--- src/rtl/mic_defs.vh ---
// Register offsets, field positions, reset values and timing counts of the interrupt controller
`ifndef MIC_DEFS_VH
`define MIC_DEFS_VH
// ****************************************
// Register offsets
// ****************************************
`define MIC_ADDR_CTRL       8'h0B
`define MIC_ADDR_PFLAG      8'h0C
`define MIC_ADDR_PEN        8'h8C
`define MIC_ADDR_OPT        8'h81
`define MIC_ADDR_IST        8'h90
`define MIC_ADDR_IMSK       8'h91
// ****************************************
// Control, flag, enable and option register fields
// ****************************************
`define MIC_GLB_EN_BIT      7
`define MIC_PEIE_BIT        6
`define MIC_TOV_EN_BIT      5
`define MIC_EXT_EN_BIT      4
`define MIC_PCH_EN_BIT      3
`define MIC_TOV_FLAG_BIT    2
`define MIC_EXT_FLAG_BIT    1
`define MIC_PCH_FLAG_BIT    0
`define MIC_CMP_BIT         6
`define MIC_EDGE_BIT        6
// ****************************************
// Reset values, interrupt vector and timing
// ****************************************
`define MIC_CTRL_RST        8'h00
`define MIC_PFLAG_RST       8'h00
`define MIC_PEN_RST         8'h00
`define MIC_OPT_RST         8'hFF
`define MIC_VECTOR          13'h0004
`define MIC_PIPE_CYCLES     2
`endif

--- src/rtl/mic_irq_ctrl.v ---
// Interrupt controller of a small 8-bit microcontroller
//
// The strobed register port was chosen for this implementation.
`include "mic_defs.vh"
module mic_irq_ctrl (
    // Clock and reset
    input  wire        sys_clk_i,
    input  wire        rst_i,
    // Register port
    input  wire [7:0]  addr_i,
    input  wire [7:0]  wdata_i,
    input  wire        wr_i,
    input  wire        rd_i,
    output reg  [7:0]  rdata_o,
    // Sources
    input  wire        ext_irq_pin_i,
    input  wire        timer_ovf_i,
    input  wire [3:0]  port_hi_i,
    input  wire        port_rd_i,
    input  wire        cmp_change_i,
    // Core sequencer
    input  wire        sleep_i,
    input  wire        return_from_irq_instr_i,
    input  wire        irq_off_instr_i,
    output reg         irq_take_o,
    output reg  [12:0] vector_o,
    output reg         push_o,
    output reg         nop_o,
    output reg         wake_o,
    output reg         irq_o
);
    // ****************************************
    // State
    // ****************************************
    reg  [7:0] ctrl_q;
    reg  [7:0] pflag_q;
    reg  [7:0] pen_q;
    reg  [7:0] opt_q;
    reg  [7:0] ist_q;
    reg  [7:0] imsk_q;
    reg        ext_pin_q;
    reg  [3:0] port_latch_q;
    reg  [1:0] pipe_q;
    reg        asleep_q;
    reg        wake_vec_q;

    function sel;
        input [7:0] a;
        input [7:0] b;
        begin
            sel = (a == b);
        end
    endfunction

    // ****************************************
    // Event detection
    // ****************************************
    wire ext_edge = opt_q[`MIC_EDGE_BIT] ? (ext_irq_pin_i & ~ext_pin_q)
                                           : (~ext_irq_pin_i & ext_pin_q);
    wire port_chg = |(port_hi_i ^ port_latch_q);
    wire tmr_ev   = timer_ovf_i;
    wire cmp_ev   = cmp_change_i;
    // Four sources only, each with its own enable
    wire [3:0] pend = { ctrl_q[`MIC_TOV_FLAG_BIT] & ctrl_q[`MIC_TOV_EN_BIT],
                        ctrl_q[`MIC_EXT_FLAG_BIT] & ctrl_q[`MIC_EXT_EN_BIT],
                        ctrl_q[`MIC_PCH_FLAG_BIT] & ctrl_q[`MIC_PCH_EN_BIT],
                        pflag_q[`MIC_CMP_BIT] & pen_q[`MIC_CMP_BIT]
                          & ctrl_q[`MIC_PEIE_BIT] };
    wire any_pend = |pend;
    // Blocked in the no-op cycle so a cleared enable cannot race the accept
    wire accept = ctrl_q[`MIC_GLB_EN_BIT] & any_pend & ~asleep_q & ~nop_o
                  & ~irq_off_instr_i & (pipe_q == 2'd0);

    wire w_ctrl  = wr_i & sel(addr_i, `MIC_ADDR_CTRL);
    wire w_pflag = wr_i & sel(addr_i, `MIC_ADDR_PFLAG);

    // ****************************************
    // Registers
    // ****************************************
    always @(posedge sys_clk_i or posedge rst_i) begin
        if (rst_i) begin
            ctrl_q       <= `MIC_CTRL_RST;
            pflag_q      <= `MIC_PFLAG_RST;
            pen_q        <= `MIC_PEN_RST;
            opt_q        <= `MIC_OPT_RST;
            ist_q        <= 8'h00;
            imsk_q       <= 8'h00;
            ext_pin_q    <= 1'b0;
            port_latch_q <= 4'h0;
            pipe_q       <= 2'd0;
            asleep_q     <= 1'b0;
            wake_vec_q   <= 1'b0;
            irq_take_o   <= 1'b0;
            vector_o     <= 13'h0000;
            push_o       <= 1'b0;
            nop_o        <= 1'b0;
            wake_o       <= 1'b0;
            irq_o        <= 1'b0;
            rdata_o      <= 8'h00;
        end else begin
            ext_pin_q <= ext_irq_pin_i;
            if (port_rd_i) begin
                port_latch_q <= port_hi_i;
            end
            // Software writes first, hardware sets override
            if (w_ctrl) begin
                ctrl_q <= wdata_i;
            end
            if (return_from_irq_instr_i) begin
                ctrl_q[`MIC_GLB_EN_BIT] <= 1'b1;
            end
            if (irq_off_instr_i | accept) begin
                ctrl_q[`MIC_GLB_EN_BIT] <= 1'b0;
            end
            if (ext_edge) begin
                ctrl_q[`MIC_EXT_FLAG_BIT] <= 1'b1;
            end
            if (tmr_ev) begin
                ctrl_q[`MIC_TOV_FLAG_BIT] <= 1'b1;
            end
            if (port_chg) begin
                ctrl_q[`MIC_PCH_FLAG_BIT] <= 1'b1;
            end
            if (w_pflag) begin
                pflag_q <= wdata_i;
            end
            if (cmp_ev) begin
                pflag_q[`MIC_CMP_BIT] <= 1'b1;
            end
            if (wr_i & sel(addr_i, `MIC_ADDR_PEN)) begin
                pen_q <= wdata_i;
            end
            if (wr_i & sel(addr_i, `MIC_ADDR_OPT)) begin
                opt_q <= wdata_i;
            end
            if (wr_i & sel(addr_i, `MIC_ADDR_IMSK)) begin
                imsk_q <= wdata_i;
            end
            // Status: set wins over write-one clear
            ist_q <= ((wr_i & sel(addr_i, `MIC_ADDR_IST)) ? (ist_q & ~wdata_i) : ist_q)
                     | {4'h0, cmp_ev, port_chg, ext_edge, tmr_ev};
            irq_o <= |(ist_q & imsk_q);
            nop_o <= irq_off_instr_i;

            // Sleep and wake
            wake_o <= 1'b0;
            if (sleep_i & ~any_pend) begin
                asleep_q <= 1'b1;
            end else if (asleep_q & any_pend) begin
                asleep_q   <= 1'b0;
                wake_o     <= 1'b1;
                wake_vec_q <= ctrl_q[`MIC_GLB_EN_BIT];
            end

            // Fixed latency: event-to-flag 1, then pipe to vector
            irq_take_o <= 1'b0;
            push_o     <= 1'b0;
            if (wake_vec_q & ~asleep_q & (pipe_q == 2'd0)) begin
                wake_vec_q <= 1'b0;
                pipe_q     <= 2'd1;
                ctrl_q[`MIC_GLB_EN_BIT] <= 1'b0;
            end else if (accept) begin
                pipe_q <= 2'd1;
            end else if (pipe_q == `MIC_PIPE_CYCLES) begin
                pipe_q     <= 2'd0;
                irq_take_o <= 1'b1;
                push_o     <= 1'b1;
                vector_o   <= `MIC_VECTOR;
            end else if (pipe_q != 2'd0) begin
                pipe_q <= pipe_q + 2'd1;
            end

            // Read data one cycle later
            rdata_o <= 8'h00;
            if (rd_i) begin
                case (addr_i)
                    `MIC_ADDR_CTRL:  rdata_o <= ctrl_q;
                    `MIC_ADDR_PFLAG: rdata_o <= pflag_q & 8'h40;
                    `MIC_ADDR_PEN:   rdata_o <= pen_q & 8'h40;
                    `MIC_ADDR_OPT:   rdata_o <= opt_q;
                    `MIC_ADDR_IST:   rdata_o <= ist_q;
                    `MIC_ADDR_IMSK:  rdata_o <= imsk_q;
                    default:         rdata_o <= 8'h00;
                endcase
            end
        end
    end
endmodule // mic_irq_ctrl

--- config.mk ---
export PLATFORM = sky130hd
export DESIGN_NAME = mic_irq_ctrl
export DESIGN_NICKNAME = d
export VERILOG_FILES = /design/src/rtl/mic_irq_ctrl.v
export VERILOG_INCLUDE_DIRS = /design/src /design/src/rtl
export SDC_FILE = /design/constraint.sdc
export NUM_CORES = 1
export LEC_CHECK = 0
export BUFFER_PORTS_ARGS = -buffer_cell sky130_fd_sc_hd__buf_2
export CAP_MARGIN = 15
export CELL_PAD_IN_SITES_DETAIL_PLACEMENT = 1
export CELL_PAD_IN_SITES_GLOBAL_PLACEMENT = 1
export CORE_UTILIZATION = 43
export CTS_CLUSTER_SIZE = 20
export DETAILED_ROUTE_END_ITERATION = 8
export PLACE_DENSITY_LB_ADDON = 0.15
export SYNTH_ARGS = -nofsm -noshare
export SYNTH_HDL_FRONTEND = slang
export SYNTH_SLANG_ARGS = --single-unit
--- constraint.sdc ---
create_clock -name sys_clk_i -period 1.55 [get_ports sys_clk_i]
set_input_delay 0 -clock sys_clk_i [delete_from_list [all_inputs] [get_ports sys_clk_i]]
set_output_delay 0 -clock sys_clk_i [all_outputs]
set_load 0.03 [all_outputs]
==> results.md <==
- The run finished with clean final reports.
- The type of the worst min-delay path is in -> reg.
- Power spread over the standard cell area amounts to between 800 and 900 mW/mm².
- The number of pins with negative max-slew slack in the final report is 0.
- The depth of the worst register-to-register path is 5.
- The ratio of cells with drive above 1 in the final layout is ~37%.
- Max-cap violations in this run came to 0.
- Counting distinct cell types in the post-synthesis netlist gives 45.
- The number of buffers on the longest clock path is 2.
- The cell family contributing the most delay on the critical path is compound AO/OA/AOI/OAI gates.
- Summed over all cells, the static leakage comes to between 1.5 and 2 nW.
- The startpoint of the worst-slack reg-to-reg timing path is ctrl_q[2].
- The share of synthesized area in the top cell type comes to a little under half.
- The total congestion overflow after global routing is 0.
- The slowest stage cell on the critical path is sky130_fd_sc_hd__a222oi_1.
- The nature of the critical path startpoint is a register.
- The routability-driven placement congestion ratio is about 0.77.
- The total CTS buffers is 5.
- The post-route clock period utilization is between 90 and 100%.
- Total power for the finished layout comes to 2.92 mW.
- After layout, the minimum clock period comes to about 1.5 ns.
- Timing would allow up to 0.689 GHz.
- The master cell of the clock root buffer is sky130_fd_sc_hd__clkbuf_8.
- The die covers roughly 0.0065 mm².
- 0 antenna diodes ended up in the layout.
- In this run the most critical hold path is launched from port_rd_i.
- After routing the design area is approximately 0.0034 mm².
- The final hold violation count is 0.
- Entering global routing, the biggest net connects 57 pins.
- The clock transition at the registers of the reported paths is 0.11 ns.
- Along the worst hold path, the cell count comes to 2.
- The count of input and output buffers is 44.
- Compared with the post-synthesis result, the final layout area differs by 26.9%.
- The worst setup path is captured at a register.
- The number of global-route vias before repair was just over 2,000.
- The average instance area after synthesis is between 10 and 15 µm².
- The post-placement cell area is 0.00302 mm².
- After synthesis the netlist holds a flip-flop and latch count of between 50 and 60.
- The global-route wire length before repair is between 10,000 and 15,000 µm.
- The floorplan core area is between 0.005 and 0.006 mm².
- In this run the remaining antenna-violating nets after routing total 0.
- The worst flop-to-flop path endpoint is pipe_q[0].
- Setup repair after global routing could not meet its margin everywhere.
- The clock network latency to the later pin of the worst-skew pair is slightly above 0.3 ns.
- Yosys attributes the largest share of cell area to sky130_fd_sc_hd__dfrtp_1 45%, sky130_fd_sc_hd__mux2_2 8.1%, sky130_fd_sc_hd__dfstp_2 7.9%.
- The number of vias in the routed layout is around 2,000.
- The launching instance or port of the critical path is ctrl_q[2].
- Prior to clock tree synthesis, the placed netlist has a worst setup slack of around 0.00034 ns.
- The flip-flop cell with the highest count after synthesis is sky130_fd_sc_hd__dfrtp_1.
- Clock tree synthesis found a total of 56 sinks.
- Counting flops with a built-in enable in the synthesized netlist gives 0.
- Counting the fill cells in the layout gives between 600 and 700.
- CTS built an H-tree with a depth of 2.
- The library cells used most frequently in the layout, excluding fill and tap cells, are 48 x sky130_fd_sc_hd__dfrtp_1, 44 x sky130_fd_sc_hd__buf_2, 23 x sky130_fd_sc_hd__dlygate4sd3_1.
- The average detailed-routed wire length per instance is around 17 µm.
- After technology mapping, the gate count stands at 221.
- The worst clock skew is ~0.015 ns.
- The worst-case IR drop observed on VDD is roughly 540 µV.
- The final count of negative-setup-slack endpoints is 0.
- The largest stage delay on the critical path is 0.40 ns.
- The floorplan row count is 28.
- Sequential cells were found to cover between 50% and 60% of the synthesized design area.
- Together, buffers and inverters on the worst path number 1.
- Dividing the detail-routed via count by the number of cells gives roughly 5.3.
- The maximum net fanout on the critical path is 4.
- sky130_fd_sc_hd__dfrtp_1 takes more of the synthesized area than any other cell.
- Across all register-to-register paths, the minimum setup slack is roughly 0.098 ns.
- The worst endpoint required time is between 1.5 and 2 ns.
- The fraction of synthesis flops using an asynchronous set or reset pin is 100%.
- In this run the worst setup path terminates at pipe_q[0].
- The number of nets in the finished design is between 300 and 400.
- The minimum hold slack is approximately 0.012 ns.
- From left edge to right edge, the die measures between 80 and 90 µm.
- After layout, the worst setup slack is approximately 0.1 ns.
- After synthesis the cells add up to ~0.0027 mm².
- For this configuration, the core starts out at a cell density of roughly 45%.
- Adding up every negative setup slack in the final design gives 0 ns.
- The number of antenna violations at the first check in global routing is 0.
- Data arrives at the worst endpoint at 1.67 ns.
- The overall die height is between 80 and 90 µm.
- The total length of routed wires is around 6400 µm.
- The critical path crosses 5 cells after its start point.
- The leading cell type in the layout, fill and taps excluded is sky130_fd_sc_hd__dfrtp_1.
- The I/O pin count is between 50 and 60.
- The number of violations reported at the end of detailed-routing iteration 0 is between 70 and 80.
- The total iterations of the first detailed-routing run is 4.
- For this run, the number of Yosys warnings is 0.
- The number of remaining DRC errors is 0.
- Traced cell by cell, the critical path runs through a222oi_1, nand2_1, buf_4, a31oi_2, nor2b_1.
- The worst setup path category is reg -> reg.
- Global routing consumed, over all layers together, a little over a fifth of the routing resources.
- TritonCTS built the clock tree.
- The final HPWL from detailed placement is about 4500 µm.
[worst min path at each step]
stage	slack (ns)	endpoint
2_1_floorplan	0.03	ext_pin_q
3_3_place_gp	0.08	nop_o
3_5_place_dp	0.08	port_latch_q[1]
4_1_cts	0.004	port_latch_q[2]
5_1_grt	0.006	port_latch_q[2]
6_report	0.01	port_latch_q[2]
[power breakdown]
| part | leakage, nW | internal, mW | switching, mW | total (mW) |
|---|---|---|---|---|
| logic | 0.816 | 0.217 | 0.263 | 0.480 |
| clock network | 0.0487 | 0.331 | 0.502 | 0.833 |
| registers | 0.687 | 1.55 | 0.0585 | 1.61 |
| total | 1.55 | 2.10 | 0.823 | 2.92 |
[Yosys cell counts (3+ instances only)]
cell,number
sky130_fd_sc_hd__nand2_1,11
sky130_fd_sc_hd__nor3_1,8
sky130_fd_sc_hd__nor2_1,10
sky130_fd_sc_hd__nor3b_1,9
sky130_fd_sc_hd__dfstp_2,8
sky130_fd_sc_hd__a221oi_1,7
sky130_fd_sc_hd__a22oi_1,5
sky130_fd_sc_hd__mux2i_1,10
sky130_fd_sc_hd__mux2_4,4
sky130_fd_sc_hd__buf_4,13
sky130_fd_sc_hd__nor3_2,3
sky130_fd_sc_hd__xnor2_1,4
sky130_fd_sc_hd__a21boi_0,4
sky130_fd_sc_hd__mux2_2,19
sky130_fd_sc_hd__a21o_1,4
sky130_fd_sc_hd__o21ai_0,5
sky130_fd_sc_hd__a211o_1,3
sky130_fd_sc_hd__dfrtp_1,48
sky130_fd_sc_hd__inv_1,6
sky130_fd_sc_hd__nand4_1,5
sky130_fd_sc_hd__nor2b_1,4
sky130_fd_sc_hd__clkbuf_1,3
[per-stage QoR]
stage                     instances  util (%)
after floorplan                 232         -
after global placement          349      51.0
after detailed placement        349      51.0
after CTS                       380      56.5
after global routing            382      56.9
final                           382      56.9
[final cells by class]
type	instances	area [µm²]	share of cell area, %
timing repair buffer	86	606	18.0
clock inverter	3	26.3	0.780
clock buffer	5	68.8	2.04
multi-input combinational	151	1140	33.8
inverter	6	22.5	0.669
tap	75	93.8	2.79
sequential	56	1410	41.9
[state kept, by name (all words and copies together), names as in the netlist]
| signal | cells |
|---|---|
| asleep_q | 1 |
| ctrl_q | 8 |
| ext_pin_q | 1 |
| imsk_q | 8 |
| irq_o | 1 |
| ist_q | 8 |
| nop_o | 1 |
| opt_q | 8 |
| pen_q | 1 |
| pflag_q | 1 |
| pipe_q | 2 |
| port_latch_q | 4 |
| push_o | 1 |
| rdata_o | 8 |
| vector_o | 1 |
| wake_o | 1 |
| wake_vec_q | 1 |
[worst register-to-register path: cells and delay by family (launching register included)]
kind / cells / cell delay (ns)
compound gates: 2 / 0.55
buf+inv: 1 / 0.18
flops: 1 / 0.39
simple gates: 2 / 0.25
[logic make-up (layout without fill, tap and decap cells)]
kind of cell / count (synthesis) / count (layout) / synth area share (%)
XOR/XNOR: 4 / 4 / 1.32
AND/OR/NAND/NOR: 64 / 64 / 14.4
other: 1 / 12 / 0.141
multiplexers: 33 / 33 / 14.1
AO/OA/AOI/OAI: 38 / 38 / 10.9
buffers and inverters: 25 / 100 / 5.94
flip-flops: 56 / 56 / 53.2
[repair_timing]
item                                    4_1_cts  5_1_grt
endpoints found under the setup margin        0        3
hold buffers                                 23        0
gates resized for setup                       0        2
buffers inserted                              0        2
hold endpoints to repair                     94        0
[layer usage]
layer | track usage [%] | wire length (µm)
met5 | 0 | 0
met4 | 3.75 | 27
met3 | 3.75 | 297
met2 | 36.0 | 3190
met1 | 28.5 | 2880
(Power assumes the default switching activity.)
